<file path="config.mk">
export PLATFORM = sky130hd
export DESIGN_NAME = mbcl_top
export DESIGN_NICKNAME = d
export VERILOG_FILES = /design/src/logic/mbcl_pkg.sv /design/src/logic/mbcl_bank.sv /design/src/logic/mbcl_top.sv
export SDC_FILE = /design/constraint.sdc
export NUM_CORES = 1
export LEC_CHECK = 0
export BUFFER_PORTS_ARGS = -buffer_cell sky130_fd_sc_hd__clkbuf_2
export CORE_MARGIN = 2
export CORE_UTILIZATION = 45
export CTS_CLUSTER_SIZE = 20
export DETAILED_ROUTE_END_ITERATION = 8
export GPL_TIMING_DRIVEN = 0
export PLACE_DENSITY_LB_ADDON = 0.12
export SYNTH_ARGS = -nofsm -noshare
export SYNTH_HDL_FRONTEND = slang
export SYNTH_SLANG_ARGS = --single-unit
</file>
<file path="constraint.sdc">
create_clock -name core_clk -period 3.85 [get_ports core_clk]
set_input_delay 0.9625 -clock core_clk [delete_from_list [all_inputs] [get_ports core_clk]]
set_output_delay 0.9625 -clock core_clk [all_outputs]
set_load 0.02 [all_outputs]
</file>
<file path="src/logic/mbcl_pkg.sv">
// Shared constants and types for the multibank command legality tracker
package mbcl_pkg;

    // ------------------------------------------------------------
    // Clock and timing
    // ------------------------------------------------------------
    localparam int CLK_PERIOD_NS = 100; // Core clock period, 10 MHz
    localparam int T_RCD_NS = 18; // Row-to-column delay, plain default
    localparam int T_RP_NS = 18; // Precharge time, plain default
    localparam int T_INIT_NS = 1000; // Self initialisation after reset, plain default
    // Least times round up, never below one cycle
    localparam int RCD_CYC = ((T_RCD_NS + CLK_PERIOD_NS - 1) / CLK_PERIOD_NS) < 1 ? 1 :
        ((T_RCD_NS + CLK_PERIOD_NS - 1) / CLK_PERIOD_NS);
    localparam int RP_CYC = ((T_RP_NS + CLK_PERIOD_NS - 1) / CLK_PERIOD_NS) < 1 ? 1 :
        ((T_RP_NS + CLK_PERIOD_NS - 1) / CLK_PERIOD_NS);
    localparam int INIT_CYC = ((T_INIT_NS + CLK_PERIOD_NS - 1) / CLK_PERIOD_NS) < 1 ? 1 :
        ((T_INIT_NS + CLK_PERIOD_NS - 1) / CLK_PERIOD_NS);
    localparam int MRR_CYC = 2; // Mode register read time in clocks
    localparam int MRW_CYC = 5; // Mode register write time in clocks
    localparam int BURST_CYC = 2; // Clocks per burst (BL4 double rate)

    // ------------------------------------------------------------
    // Geometry and encodings
    // ------------------------------------------------------------
    localparam int NUM_BANKS = 8; // Banks in the device
    localparam int BANK_W = 3; // Bank address width
    localparam int CNT_W = 8; // Width of every down counter
    localparam int DQ_W = 16; // Write data width
    localparam int LANES = 2; // Byte lanes, one mask bit each
    localparam logic [7:0] MR_RESET_ADDR = 8'h3f; // Mode register write that resets

    // Decoded command from the command/address decoder
    typedef enum logic [3:0] {
        CMD_NOP = 4'b0000,
        CMD_ACT = 4'b0001,
        CMD_RD = 4'b0010,
        CMD_WR = 4'b0011,
        CMD_PRE = 4'b0100,
        CMD_BST = 4'b0101,
        CMD_MRR = 4'b0110,
        CMD_MRW = 4'b0111,
        CMD_REF = 4'b1000,
        CMD_SREF = 4'b1001
    } mbcl_cmd_t;

    // Per-bank state
    typedef enum logic [2:0] {
        BK_IDLE = 3'b000,
        BK_ACTIVATING = 3'b001,
        BK_ACTIVE = 3'b010,
        BK_READING = 3'b011,
        BK_WRITING = 3'b100,
        BK_RD_AP = 3'b101,
        BK_WR_AP = 3'b110,
        BK_PRECHARGING = 3'b111
    } mbcl_bank_t;

    // Device-wide state
    typedef enum logic [2:0] {
        DV_POWER_ON = 3'b000,
        DV_RESETTING = 3'b001,
        DV_NORMAL = 3'b010,
        DV_MRR_IDLE = 3'b011,
        DV_MRR_RESET = 3'b100,
        DV_MRR_ACTIVE = 3'b101,
        DV_MRW = 3'b110
    } mbcl_dev_t;

endpackage

</file>
<file path="src/logic/mbcl_bank.sv">
// One bank's state machine with its own remaining-time counter
module mbcl_bank
    import mbcl_pkg::*;
#(
    parameter int RCD_CYCLES = RCD_CYC, // Row-to-column delay in clocks
    parameter int RP_CYCLES = RP_CYC // Precharge time in clocks
)
(
    input wire logic core_clk, // Core clock
    input wire logic srst, // Synchronous reset, active high
    input wire logic go_act, // Accepted activate to this bank
    input wire logic go_rd, // Accepted read to this bank
    input wire logic go_wr, // Accepted write to this bank
    input wire logic go_ap, // Auto precharge with the read or write
    input wire logic go_pre, // Accepted precharge covering this bank
    input wire logic burst_end, // This bank's burst completed or terminated
    input wire logic force_idle, // Device reset drops the bank to idle
    output mbcl_bank_t state // Current bank state
);

    // ------------------------------------------------------------
    // State and counter
    // ------------------------------------------------------------
    mbcl_bank_t next_state; // Next bank state
    logic [CNT_W-1:0] cnt; // Remaining clocks of a timed state
    logic [CNT_W-1:0] next_cnt; // Next counter value

    // Next state; a new command wins over a burst ending in the same clock
    always_comb
    begin
        next_state = state;
        next_cnt = (cnt != '0) ? cnt - 1'b1 : cnt;
        case (state)
            BK_IDLE:
            begin
                if (go_act)
                begin
                    next_state = BK_ACTIVATING;
                    next_cnt = CNT_W'(RCD_CYCLES - 1);
                end
                else if (go_pre)
                begin
                    // Precharge of an idle bank still costs the precharge time
                    next_state = BK_PRECHARGING;
                    next_cnt = CNT_W'(RP_CYCLES - 1);
                end
            end
            BK_ACTIVATING:
            begin
                if (cnt == '0)
                    next_state = BK_ACTIVE;
            end
            BK_ACTIVE, BK_READING, BK_WRITING:
            begin
                if (go_rd)
                    next_state = go_ap ? BK_RD_AP : BK_READING;
                else if (go_wr)
                    next_state = go_ap ? BK_WR_AP : BK_WRITING;
                else if (go_pre)
                begin
                    next_state = BK_PRECHARGING;
                    next_cnt = CNT_W'(RP_CYCLES - 1);
                end
                else if (burst_end && state != BK_ACTIVE)
                    next_state = BK_ACTIVE;
            end
            BK_RD_AP, BK_WR_AP:
            begin
                // Auto precharge starts when the burst is over
                if (burst_end)
                begin
                    next_state = BK_PRECHARGING;
                    next_cnt = CNT_W'(RP_CYCLES - 1);
                end
            end
            BK_PRECHARGING:
            begin
                if (cnt == '0)
                    next_state = BK_IDLE;
            end
            default:
                next_state = BK_IDLE;
        endcase
        if (force_idle)
        begin
            next_state = BK_IDLE;
            next_cnt = '0;
        end
    end

    // Register the bank state
    always_ff @(posedge core_clk)
    begin
        if (srst)
        begin
            state <= BK_IDLE;
            cnt <= '0;
        end
        else
        begin
            state <= next_state;
            cnt <= next_cnt;
        end
    end

endmodule // mbcl_bank

</file>
<file path="src/logic/mbcl_top.sv">
// Device-side tracker of bank states and cross-bank command legality
module mbcl_top
    import mbcl_pkg::*;
#(
    parameter int BANKS = NUM_BANKS, // Number of banks
    parameter int INIT_CYCLES = INIT_CYC // Self initialisation time in clocks
)
(
    input wire logic core_clk, // Core clock, 10 MHz
    input wire logic srst, // Synchronous reset, active high
    input wire logic cmd_valid, // Decoded command present this clock
    input mbcl_pkg::mbcl_cmd_t cmd_code, // Decoded command
    input wire logic [mbcl_pkg::BANK_W-1:0] cmd_bank, // Target bank
    input wire logic cmd_ap, // Auto precharge or precharge-all flag
    input wire logic [7:0] cmd_mr_addr, // Mode register address for MRR/MRW
    input wire logic cke_prev, // Clock enable of previous cycle
    input wire logic cke_now, // Clock enable of this cycle
    input wire logic wr_valid, // Write data word present
    input wire logic [mbcl_pkg::DQ_W-1:0] wr_data, // Write data word
    input wire logic [mbcl_pkg::LANES-1:0] wr_mask, // Mask, high blocks a lane
    output logic [3*mbcl_pkg::NUM_BANKS-1:0] bank_states, // Packed bank states
    output mbcl_pkg::mbcl_dev_t dev_state, // Device-wide state
    output logic cmd_reject, // Pulse: last command refused
    output logic burst_active, // A read or write burst is running
    output logic [mbcl_pkg::LANES-1:0] wr_lane_en, // Lanes written this clock
    output logic [mbcl_pkg::DQ_W-1:0] wr_data_q // Registered write data
);

    // ------------------------------------------------------------
    // Declarations
    // ------------------------------------------------------------
    mbcl_bank_t bank_st [BANKS]; // Per-bank states from the bank machines
    logic [BANKS-1:0] bank_idle; // Bank is idle
    logic [BANKS-1:0] bank_pre_ok; // Bank may be precharged
    logic all_idle; // Every bank idle and no burst
    logic live; // Command counts this clock
    logic legal; // Command is supported in current state
    logic accept; // Command accepted
    logic end_evt; // Current burst ends this clock
    mbcl_dev_t next_dev; // Next device state
    logic [CNT_W-1:0] dev_cnt; // Remaining clocks of a device state
    logic [CNT_W-1:0] next_dev_cnt; // Next device counter
    logic [BANK_W-1:0] burst_bank; // Bank of the most recent burst
    logic [BANK_W-1:0] next_burst_bank; // Next burst bank
    logic burst_wr; // Current burst is a write
    logic next_burst_wr; // Next burst direction
    logic next_burst_active; // Next burst flag
    logic [CNT_W-1:0] burst_cnt; // Remaining clocks of the burst
    logic [CNT_W-1:0] next_burst_cnt; // Next burst counter
    logic next_reject; // Next reject pulse
    logic [LANES-1:0] next_lane_en; // Next lane enables

    // ------------------------------------------------------------
    // Bank machines
    // ------------------------------------------------------------
    // Each bank keeps its own timer, so MRR leaves its result to the bank
    for (genvar b = 0; b < BANKS; b++)
    begin : g_bank
        logic hit; // Command targets this bank
        assign hit = (cmd_bank == BANK_W'(b));
        mbcl_bank #(
            .RCD_CYCLES(RCD_CYC),
            .RP_CYCLES(RP_CYC)
        ) u_bank (
            .core_clk(core_clk),
            .srst(srst),
            .go_act(accept && cmd_code == CMD_ACT && hit),
            .go_rd(accept && cmd_code == CMD_RD && hit),
            .go_wr(accept && cmd_code == CMD_WR && hit),
            .go_ap(cmd_ap),
            .go_pre(accept && cmd_code == CMD_PRE && (hit || cmd_ap)),
            .burst_end(end_evt && burst_bank == BANK_W'(b)),
            .force_idle(accept && next_dev == DV_RESETTING),
            .state(bank_st[b])
        );
        assign bank_idle[b] = (bank_st[b] == BK_IDLE);
        assign bank_pre_ok[b] = (bank_st[b] != BK_RD_AP) && (bank_st[b] != BK_WR_AP)
            && (bank_st[b] != BK_ACTIVATING);
        assign bank_states[3*b +: 3] = bank_st[b];
    end

    // ------------------------------------------------------------
    // Legality check
    // ------------------------------------------------------------
    // Clock enable low in either cycle makes the command a NOP
    assign live = cmd_valid && cmd_code != CMD_NOP && cke_prev && cke_now;
    assign all_idle = (&bank_idle) && !burst_active;

    // Decide whether the command is supported; anything else is refused
    always_comb
    begin
        legal = 1'b0;
        case (dev_state)
            DV_POWER_ON:
                legal = (cmd_code == CMD_MRW) && (cmd_mr_addr == MR_RESET_ADDR);
            DV_RESETTING:
                legal = (cmd_code == CMD_MRR);
            DV_NORMAL:
            begin
                case (cmd_code)
                    // Activate spacing is left to the controller
                    CMD_ACT: legal = bank_idle[cmd_bank];
                    CMD_RD: legal = !(burst_active && burst_wr)
                        && (bank_st[cmd_bank] inside {BK_ACTIVE, BK_READING, BK_WRITING});
                    CMD_WR: legal = !(burst_active && !burst_wr)
                        && (bank_st[cmd_bank] inside {BK_ACTIVE, BK_READING, BK_WRITING});
                    CMD_PRE: legal = cmd_ap ? (&bank_pre_ok) : bank_pre_ok[cmd_bank];
                    CMD_BST: legal = burst_active;
                    CMD_MRR: legal = !burst_active;
                    CMD_MRW, CMD_REF, CMD_SREF: legal = all_idle;
                    default: legal = 1'b0;
                endcase
            end
            default:
                legal = 1'b0;
        endcase
    end

    assign accept = live && legal;

    // ------------------------------------------------------------
    // Device state
    // ------------------------------------------------------------
    // Mode register states run a fixed time and then resolve
    always_comb
    begin
        next_dev = dev_state;
        next_dev_cnt = (dev_cnt != '0) ? dev_cnt - 1'b1 : dev_cnt;
        case (dev_state)
            DV_POWER_ON, DV_NORMAL:
            begin
                if (accept && cmd_code == CMD_MRW)
                begin
                    if (cmd_mr_addr == MR_RESET_ADDR)
                    begin
                        next_dev = DV_RESETTING;
                        next_dev_cnt = CNT_W'(INIT_CYCLES - 1);
                    end
                    else
                    begin
                        next_dev = DV_MRW;
                        next_dev_cnt = CNT_W'(MRW_CYC - 1);
                    end
                end
                else if (accept && cmd_code == CMD_MRR)
                begin
                    // Idle banks give idle MRR, otherwise banks keep their own state
                    next_dev = all_idle ? DV_MRR_IDLE : DV_MRR_ACTIVE;
                    next_dev_cnt = CNT_W'(MRR_CYC - 1);
                end
            end
            DV_RESETTING:
            begin
                if (accept)
                begin
                    next_dev = DV_MRR_RESET;
                    next_dev_cnt = CNT_W'(MRR_CYC - 1);
                end
                else if (dev_cnt == '0)
                    next_dev = DV_NORMAL;
            end
            DV_MRR_IDLE, DV_MRR_RESET, DV_MRR_ACTIVE, DV_MRW:
            begin
                // Banks stay as they were, so active MRR returns to active
                if (dev_cnt == '0)
                    next_dev = DV_NORMAL;
            end
            default:
                next_dev = DV_POWER_ON;
        endcase
    end

    // ------------------------------------------------------------
    // Burst tracking
    // ------------------------------------------------------------
    // Burst ends by running out, by terminate, or by a new burst elsewhere
    assign end_evt = burst_active && ((burst_cnt == '0)
        || (accept && cmd_code == CMD_BST)
        || (accept && (cmd_code == CMD_RD || cmd_code == CMD_WR) && cmd_bank != burst_bank));

    // Next burst bookkeeping; a new burst wins over an ending one
    always_comb
    begin
        next_burst_active = burst_active && !end_evt;
        next_burst_bank = burst_bank;
        next_burst_wr = burst_wr;
        next_burst_cnt = (burst_cnt != '0) ? burst_cnt - 1'b1 : burst_cnt;
        if (accept && (cmd_code == CMD_RD || cmd_code == CMD_WR))
        begin
            next_burst_active = 1'b1;
            next_burst_bank = cmd_bank;
            next_burst_wr = (cmd_code == CMD_WR);
            next_burst_cnt = CNT_W'(BURST_CYC - 1);
        end
        next_reject = live && !legal;
        // Masked lanes are dropped; data on them is ignored
        next_lane_en = (wr_valid && burst_active && burst_wr) ? ~wr_mask : '0;
    end

    // Register device state, burst bookkeeping and outputs
    always_ff @(posedge core_clk)
    begin
        if (srst)
        begin
            dev_state <= DV_POWER_ON;
            dev_cnt <= '0;
            burst_active <= 1'b0;
            burst_bank <= '0;
            burst_wr <= 1'b0;
            burst_cnt <= '0;
            cmd_reject <= 1'b0;
            wr_lane_en <= '0;
            wr_data_q <= '0;
        end
        else
        begin
            dev_state <= next_dev;
            dev_cnt <= next_dev_cnt;
            burst_active <= next_burst_active;
            burst_bank <= next_burst_bank;
            burst_wr <= next_burst_wr;
            burst_cnt <= next_burst_cnt;
            cmd_reject <= next_reject;
            wr_lane_en <= next_lane_en;
            wr_data_q <= wr_data;
        end
    end

endmodule // mbcl_top

</file>
==> impl_metrics.json, run 1 <==
{
  "outcome": "finished clean",
  "cap_violations": 0,
  "cp-end-kind": "register",
  "grt_pass1_vias": 8147,
  "clk_path_buf_depth": 2,
  "io_pins": 87,
  "async_reset_ff_frac": 0,
  "rr_endpoint": "g_bank[1].u_bank.state[2]$_SDFFE_PP0P_",
  "finClkSkew_ps": 12.0,
  "worst_path_max_delay_cell": "nor4_4",
  "hp-class": "register to register",
  "crit_chain": "clkbuf_2 -> inv_2 -> nor4_4 -> and3_1 -> nor4_2 -> nand2_2 -> o21bai_2 -> and2_1 -> buf_6 -> or3_4 -> mux2_4 -> o211ai_4 -> nor3_2",
  "hold_viol_final": 0,
  "core_area_um2": 18900,
  "final_cells": 1544,
  "first_iter_violations": 816,
  "cp_num_cells": 13,
  "power_density_nw_per_um2": 743,
  "drv_slew": 0,
  "ir_worst_vdd_mv": 0.345,
  "yosysUniqueCellTypes": 78,
  "min_period_ps": 3760,
  "ys_seq_area_frac": 0.300,
  "placed_cells": 1494,
  "worstPathRequired_ps": 4140,
  "area_delta_synth_final_pct": 20.0,
  "grt_max_degree": 17,
  "p_leak_uw": 0.00408,
  "rsz0062_at_grt": "yes",
  "portBuffers": 83,
  "clk_pin_slew_ps": 70,
  "startpoint": "cmd_code[0]",
  "ant_nets": 0,
  "grt_usage": 0.267,
  "fmax_mhz": 266,
  "cts_buffers": 17,
  "cts.hold.buffers_added": 0,
  "syn_area_per_cell_um2": 7.60,
  "reg2reg_depth": 14,
  "crit_path_start_kind": "input port",
  "h-tree-depth": 4,
  "reg2reg_from": "g_bank[5].u_bank.state[2]$_SDFFE_PP0P_",
  "die_width_um": 143,
  "grt_pass1_wl_um": 43000,
  "wl_per_cell_um": 17.7,
  "most-common-layout-cells": "144 x nor2_1, 130 x dfxtp_1, 103 x nand2_1",
  "synth_nets": 1210,
  "synth-warning-count": 0,
  "tritoncts": "built",
  "grt_antenna_before_repair": 0,
  "synth.cell_area_um2": 8750,
  "fin_crit_sh": 0.977,
  "routed_wl_um": 27400,
  "layout_commonest_cell": "nor2_1",
  "final.fill_count": 1840,
  "cts_sinks": 131,
  "antenna_cells": 0,
  "path_buf_inv": 3,
  "worst_pin_slew_ps": 895,
  "setup_viol": 0,
  "final_layout_size_suffix_gt1_frac": 0.173,
  "worstSetupPathType": "input port to register",
  "ys_dominant_reg_cell": "dfxtp_1",
  "postSynthCellCount": 1151,
  "synth_edf_count": 0,
  "cp-endpoint": "g_bank[2].u_bank.cnt[2]$_SDFF_PP0_",
  "slew_headroom": 0.395,
  "crit_family": "simple AND/OR/NAND/NOR gates",
  "cts_root_buffer": "clkbuf_16",
  "num_rows": 50,
  "grt_overflow": 0,
  "final_nets": 1330,
  "critPathMaxStageDelay_ps": 710,
  "drc_errors": 0,
  "tns_ps": 0,
  "detailedRoute.firstPassIterationCount": 6,
  "r2r_setup_slack_ps": 200,
  "dieArea_um2": 20600,
  "dieHeight_um": 143,
  "gp_congestion": 0.997,
  "vias": 9046,
  "clkLatencyLatePin_ps": 440,
  "start_util": 0.463,
  "ys_seq_elements": 131,
  "cp.arrival_ps": 4060,
  "viasPerCell": 5.86,
  "hpwl_um": 19300,
  "critPathMaxFanout": 9
}
==> cell usage after synthesis, drive strengths merged, types with 11 or more instances <==
library cell	instances	area share
nand3b	18	0.015
or3	13	0.0099
a211oi	26	0.023
xnor2	52	0.052
a21oi	68	0.040
inv	45	0.019
clkbuf	49	0.021
nor2	144	0.062
nor3	58	0.033
o31ai	13	0.012
dfxtp	131	0.30
nor2b	23	0.016
o21ai	52	0.030
nand2b	27	0.019
nand3	33	0.019
and3	18	0.013
buf	25	0.014
ha	19	0.027
nor4	18	0.015
and2	11	0.0079
nand2	104	0.045
nand4	12	0.0086
a31oi	14	0.010
xor2	27	0.027
==> state kept, by name (all words and copies together), names as in the netlist, 2 cells and up <==
name / cells
g_bank.u_bank.cnt: 64
dev_state: 3
wr_data_q: 16
g_bank.u_bank.state: 24
wr_lane_en: 2
burst_bank: 3
dev_cnt: 8
burst_cnt: 8
==> worst min path at each step <==
stage	start	to	slack (ps)	cells past startpoint
6_report	burst_cnt[3]$_SDFFE_PP0P_	burst_cnt[3]$_SDFFE_PP0P_	480	2
3_3_place_gp	burst_cnt[3]$_SDFFE_PP0P_	burst_cnt[3]$_SDFFE_PP0P_	470	2
2_1_floorplan	burst_cnt[3]$_SDFFE_PP0P_	burst_cnt[3]$_SDFFE_PP0P_	450	2
5_1_grt	burst_cnt[3]$_SDFFE_PP0P_	burst_cnt[3]$_SDFFE_PP0P_	510	2
3_5_place_dp	burst_cnt[3]$_SDFFE_PP0P_	burst_cnt[3]$_SDFFE_PP0P_	470	2
4_1_cts	burst_cnt[3]$_SDFFE_PP0P_	burst_cnt[3]$_SDFFE_PP0P_	480	2
==> power breakdown <==
part / internal (uW) / switching (uW) / leakage (uW) / total [uW]
logic: 1680 / 2300 / 0.00272 / 3980
registers: 1790 / 418 / 0.00108 / 2210
clock network: 921 / 694 / 0.000277 / 1620
==> timing repair <==
action,4_1_cts,5_1_grt
setup endpoints to repair,101,93
pin swaps,8,10
buffers inserted,8,10
resized for setup,38,41
==> cell families (layout without fill, tap and decap cells) <==
logic type               count (synthesis)  after routing  synth area share
XOR/XNOR                                79             79            0.0791
flip-flops                             131            131             0.300
buffers and inverters                  119            252            0.0542
AO/OA/AOI/OAI                          269            269             0.211
adder cells (fa/ha/maj)                 19             19            0.0272
multiplexers                            20             20            0.0335
AND/OR/NAND/NOR                        514            514             0.296
==> per-layer routing <==
metal	up-vias	wire, um	global-route usage
met4	0	1230	0.141
met5	-	0	0
met2	380	11800	0.406
met3	88	2230	0.0520
li1	4371	-	-
met1	4207	12100	0.358
==> stage by stage <==
| step | total power (uW) | setup slack [ps] | instance area (um2) | utilization | hold WS (ps) |
|---|---|---|---|---|---|
| floorplan | 5140 | -23.4 | 8760 | - | 448 |
| global placement | 5970 | -1490 | 9500 | 0.503 | 466 |
| detailed placement | 5990 | -1450 | 9500 | 0.503 | 474 |
| CTS | 7720 | 1.14 | 10300 | 0.545 | 485 |
| global route | 8400 | -38.2 | 10500 | 0.556 | 514 |
| finish | 7800 | 87.9 | 10500 | 0.556 | 479 |
==> cell type report <==
class / count / area (um2) / share of cell area
Tap cell: 260 / 325 / 0.0310
Inverter: 45 / 169 / 0.0161
Sequential cell: 131 / 2620 / 0.250
Timing Repair Buffer: 101 / 551 / 0.0524
Multi-Input combinational cell: 901 / 5880 / 0.560
Buffer: 74 / 370 / 0.0353
Clock buffer: 18 / 439 / 0.0418
Clock inverter: 14 / 139 / 0.0132
==> tightest hold or removal path: stages, from the launching register on <==
cell,delay [ps]
dfxtp_1,310
o31ai_1,60
a21oi_1,60
(Power assumes the default switching activity.)
==> run 2: changes to the inputs <==
--- a/config.mk
+++ b/config.mk
@@ -11,7 +11,7 @@
 export CTS_CLUSTER_SIZE = 20
 export DETAILED_ROUTE_END_ITERATION = 8
 export GPL_TIMING_DRIVEN = 0
-export PLACE_DENSITY_LB_ADDON = 0.12
+export PLACE_DENSITY = 0.66
 export SYNTH_ARGS = -nofsm -noshare
 export SYNTH_HDL_FRONTEND = slang
 export SYNTH_SLANG_ARGS = --single-unit
==> run 2 against run 1 <==
  * First-iteration DRC count decreased by 19%
  * Die area did not move
  * Combinational power is essentially flat
  * Critical path depth unchanged
  * Via count fell by 1.0%
  * Final cell count decreased by 0.65%
  * Routed wire length is 2.7% lower
  * Sequential cell count unchanged
  * Non-clock buffer count shrank 10
  * Clock-buffer cell count did not move
  * Global-route usage fell by 0.75 points
  * Highest routed layer unchanged
==> impl_metrics.json, run 2 (synthesized netlist as in run 1, its figures left out) <==
{
  "outcome": "finished clean",
  "grt_usage": 0.259,
  "dieArea_um2": 20600,
  "detailedRoute.firstPassIterationCount": 6,
  "critPathMaxFanout": 10,
  "cp-end-kind": "register",
  "wl_per_cell_um": 17.4,
  "cts.hold.buffers_added": 0,
  "portBuffers": 83,
  "worstSetupPathType": "input port to register",
  "hp-class": "register to register",
  "most-common-layout-cells": "143 x nor2_1, 130 x dfxtp_1, 103 x nand2_1",
  "grt_pass1_vias": 8280,
  "setup_viol": 0,
  "drv_slew": 0,
  "routed_wl_um": 26600,
  "first_iter_violations": 660,
  "num_rows": 50,
  "crit_path_start_kind": "input port",
  "ant_nets": 0,
  "final_layout_size_suffix_gt1_frac": 0.165,
  "h-tree-depth": 4,
  "power_density_nw_per_um2": 754,
  "min_period_ps": 3810,
  "worstPathRequired_ps": 4160,
  "fmax_mhz": 262,
  "gp_congestion": 0.996,
  "rsz0062_at_grt": "yes",
  "cts_buffers": 17,
  "cap_violations": 0,
  "placed_cells": 1494,
  "hold_viol_final": 0,
  "vias": 8955,
  "core_area_um2": 18900,
  "utilization": 0.555,
  "clk_pin_slew_ps": 60,
  "grt_pass1_wl_um": 42100,
  "drc_errors": 0,
  "regMostFlops": "g_bank.u_bank.cnt",
  "worst_pin_slew_ps": 919,
  "ir_worst_vdd_mv": 0.349,
  "largest_register_ffs": 64,
  "fin_crit_sh": 0.990,
  "grt_antenna_before_repair": 0,
  "critPathMaxStageDelay_ps": 500,
  "dieHeight_um": 143,
  "die_width_um": 143,
  "hpwl_um": 19000,
  "worst_hold_slack_ps": 476,
  "finClkSkew_ps": 9.83,
  "tritoncts": "built",
  "final_nets": 1320,
  "cp.arrival_ps": 4120,
  "grt_max_degree": 17,
  "viasPerCell": 5.84,
  "io_pins": 87,
  "layout_commonest_cell": "nor2_1",
  "start_util": 0.463,
  "cts_root_buffer": "clkbuf_16",
  "worst_path_max_delay_cell": "nor4_1",
  "grt_overflow": 0,
  "clk_path_buf_depth": 2,
  "clkLatencyLatePin_ps": 430,
  "top_regs": "g_bank.u_bank.cnt (64), g_bank.u_bank.state (24), wr_data_q (16)",
  "crit_chain": "clkbuf_2 -> nor2_2 -> nand3b_1 -> nor4_1 -> nor4_2 -> nand2_2 -> o21ai_2 -> buf_4 -> a211oi_1 -> o32ai_1 -> a211oi_2 -> and3_1 -> nor3_1",
  "cts_sinks": 131,
  "final.fill_count": 1847,
  "slew_headroom": 0.378,
  "antenna_cells": 0,
  "area_delta_synth_final_pct": 19.9,
  "final_cells": 1534,
  "p_leak_uw": 0.00406
}
[run 2: worst paths after layout]
| path | slack (ps) | start | depth (start not counted) | end |
|---|---|---|---|---|
| worst max register to register | 130 | g_bank[4].u_bank.state[1]$_SDFFE_PP0P_ | 13 | g_bank[5].u_bank.state[2]$_SDFFE_PP0P_ |
| worst min-delay path | 480 | burst_cnt[3]$_SDFFE_PP0P_ | 2 | burst_cnt[3]$_SDFFE_PP0P_ |
| worst min register to register | 480 | burst_cnt[3]$_SDFFE_PP0P_ | 2 | burst_cnt[3]$_SDFFE_PP0P_ |
| worst max-delay path | 40 | cmd_code[3] | 13 | g_bank[5].u_bank.state[2]$_SDFFE_PP0P_ |
[run 2: cell type report]
| cell class | instances | area (um2) | share of cell area |
|---|---|---|---|
| plain buffers | 73 | 350 | 0.0334 |
| clock buffers | 18 | 429 | 0.0409 |
| clock inverters | 14 | 203 | 0.0193 |
| inverters | 45 | 171 | 0.0163 |
| multi-input cells | 901 | 5890 | 0.562 |
| flip-flops and latches | 131 | 2620 | 0.250 |
| well taps | 260 | 325 | 0.0310 |
| repair buffers | 92 | 495 | 0.0472 |
[run 2: where the power goes]
group	total [uW]	internal [uW]	switching [uW]
logic	3950	1660	2290
registers	2210	1790	422
clock network	1750	1090	652
total	7910	4540	3360
[run 2: timing repair]
item	in CTS	in global routing
setup buffers	5	4
setup endpoints to repair	96	93
pin swaps	5	9
resized for setup	36	36
[run 2: metal layers]
metal,share of wire,global-route usage
met1,0.44,0.339
met2,0.43,0.401
met3,0.085,0.0603
met4,0.041,0.128
met5,0,0
[run 2: critical path, delay by kind of cell]
family | cells | cell delay [ps]
compound gates | 4 | 1120
simple gates | 7 | 1630
buf+inv | 2 | 400
[run 2: stage by stage]
step | setup slack [ps] | setup TNS (ps) | area (um2) | total power, uW
2_1_floorplan | -23.4 | -145 | 8760 | 5140
3_3_place_gp | -1270 | -85910 | 9500 | 5940
3_5_place_dp | -1300 | -89450 | 9500 | 5990
4_1_cts | 14.9 | 0 | 10300 | 7820
5_1_grt | -112 | -577 | 10500 | 8530
6_report | 40.0 | 0 | 10500 | 7910
==> run 3: changes to the inputs <==
--- a/config.mk
+++ b/config.mk
@@ -10,8 +10,9 @@
 export CORE_UTILIZATION = 45
 export CTS_CLUSTER_SIZE = 20
 export DETAILED_ROUTE_END_ITERATION = 8
-export GPL_TIMING_DRIVEN = 0
+export GPL_TIMING_DRIVEN = 1
 export PLACE_DENSITY = 0.66
+export SETUP_SLACK_MARGIN = 0.1
 export SYNTH_ARGS = -nofsm -noshare
 export SYNTH_HDL_FRONTEND = slang
 export SYNTH_SLANG_ARGS = --single-unit
==> run 3 against run 2 <==
  * Maximum frequency is 4.3% higher
  * Critical path depth is the same
  * Non-clock buffer count up 62
  * Die area did not move
  * Sequential cell count unchanged
  * Design area is 5.0% higher
  * Clock-buffer cell count decreased by 1
  * Largest power group unchanged
  * Highest routed layer unchanged
==> impl_metrics.json, run 3 (synthesized netlist as in run 1, its figures left out) <==
{
  "critPathMaxFanout": 6,
  "largest_register_ffs": 64,
  "top_regs": "g_bank.u_bank.cnt (64), g_bank.u_bank.state (24), wr_data_q (16)",
  "clkLatencyLatePin_ps": 420,
  "ir_worst_vdd_mv": 0.454,
  "h-tree-depth": 4,
  "cts_sinks": 131,
  "p_int_uw": 4620,
  "routed_wl_um": 26600,
  "p_sw_uw": 3390,
  "outcome": "finished clean",
  "grt_pass1_vias": 8548,
  "power_frac_comb": 0.520,
  "area_delta_synth_final_pct": 25.9,
  "first_iter_violations": 737,
  "final_nets": 1382,
  "io_pins": 87,
  "placed_cells": 1564,
  "layout_commonest_cell": "nor2_1",
  "core_area_um2": 18900,
  "hold_viol_final": 0,
  "fmax_mhz": 274,
  "critPathMaxStageDelay_ps": 510,
  "antenna_cells": 0,
  "die_width_um": 143,
  "crit_chain": "clkbuf_4 -> mux4_2 -> or3b_1 -> nand3_1 -> o211ai_1 -> nand2_1 -> buf_4 -> o21bai_1 -> a21oi_1 -> o21ai_0 -> a211oi_2 -> and3_1 -> nor3_1",
  "final_layout_size_suffix_gt1_frac": 0.225,
  "dieArea_um2": 20600,
  "finalPower_uw": 8010,
  "cts_root_buffer": "clkbuf_16",
  "power_density_nw_per_um2": 727,
  "worstSetupPathType": "input port to register",
  "wl_per_cell_um": 16.7,
  "detailedRoute.firstPassIterationCount": 6,
  "clk_pin_slew_ps": 60,
  "grt_overflow": 0,
  "grt_max_degree": 36,
  "switching_share": 0.423,
  "regMostFlops": "g_bank.u_bank.cnt",
  "grt_usage": 0.262,
  "cp-end-kind": "register",
  "cp.arrival_ps": 3970,
  "rsz0062_at_grt": "yes",
  "p_leak_uw": 0.00451,
  "min_period_ps": 3650,
  "finClkSkew_ps": 8.53,
  "portBuffers": 86,
  "tritoncts": "built",
  "most-common-layout-cells": "144 x nor2_1, 137 x buf_4, 131 x dfxtp_1",
  "cts_setup_buffers": 0,
  "clockPowerShare": 0.207,
  "grt_pass1_wl_um": 42800,
  "crit_path_start_kind": "input port",
  "ant_nets": 0,
  "hpwl_um": 19800,
  "worst_pin_slew_ps": 983,
  "start_util": 0.463,
  "grt_antenna_before_repair": 0,
  "slew_headroom": 0.336,
  "viasPerCell": 5.74,
  "cap_violations": 0,
  "cts_resized": 0,
  "worstPathRequired_ps": 4160,
  "cts_buffers": 17,
  "hp-class": "register to register",
  "vias": 9157,
  "cts.hold.buffers_added": 0,
  "worst_path_max_delay_cell": "mux4_2",
  "setup_viol": 0,
  "drv_slew": 0,
  "r2r_setup_slack_ps": 370,
  "num_rows": 50,
  "dieHeight_um": 143,
  "clk_path_buf_depth": 2,
  "fin_crit_sh": 0.949,
  "drc_errors": 0,
  "seqPwrFrac": 0.273,
  "tns_ps": 0,
  "gp_congestion": 0.949,
  "final_cells": 1596,
  "worst_hold_slack_ps": 473
}
[run 3: cell count changes in the layout (fill, tap and decap cells not counted), moves of 3 or more]
cell,delta
a21oi_4,-3
nor3_1,+9
nor3_2,-9
buf_6,-4
buf_4,+124
clkinv_4,-3
buf_2,-10
clkbuf_1,-44
buf_1,-5
buf_12,+3
[run 3: worst max-delay path, delay by kind of cell]
family                 cells  cell delay, ps
multiplexers               1             510
AND/OR/NAND/NOR            5             890
buffers and inverters      2             300
AO/OA/AOI/OAI              5            1270
[run 3: area by class of cell]
type / count / area (um2)
flip-flops and latches: 131 / 2620
clock inverters: 15 / 168
clock buffers: 17 / 425
inverters: 45 / 169
fillers: 1807 / 7880
well taps: 260 / 325
multi-input cells: 901 / 5760
repair buffers: 227 / 1540
[run 3: final timing paths]
path / end / depth (start not counted) / from
worst max-delay path: g_bank[5].u_bank.state[2]$_SDFFE_PP0P_ / 13 / cmd_bank[0]
worst min-delay path: burst_cnt[3]$_SDFFE_PP0P_ / 2 / burst_cnt[3]$_SDFFE_PP0P_
worst max register to register: g_bank[5].u_bank.state[2]$_SDFFE_PP0P_ / 12 / g_bank[0].u_bank.state[0]$_SDFFE_PP0P_
worst min register to register: burst_cnt[3]$_SDFFE_PP0P_ / 2 / burst_cnt[3]$_SDFFE_PP0P_
[run 3: routing by layer]
| layer | wire (um) | vias up | GRT usage |
|---|---|---|---|
| met1 | 11600 | 4241 | 0.343 |
| met2 | 12100 | 386 | 0.423 |
| met4 | 711 | 0 | 0.101 |
| met3 | 2180 | 54 | 0.0550 |
| li1 | - | 4476 | - |
| met5 | 0 | - | 0 |
[run 3: through the flow]
stage                     area, um2  worst slack, ps   util
final                         11000              197  0.583
after floorplan                8800             57.3      -
after global placement        10400             -171  0.549
after detailed placement      10400             -264  0.549
after CTS                     11000              102  0.580
after global routing          11000             65.5  0.583
[run 3: power groups by stage]
stage | clock network, uW | logic (uW) | registers [uW]
floorplan | 0 | 2930 | 2220
global placement | 0 | 4060 | 2190
detailed placement | 0 | 4100 | 2200
CTS | 1700 | 4130 | 2180
global route | 1750 | 4670 | 2240
finish | 1660 | 4170 | 2190
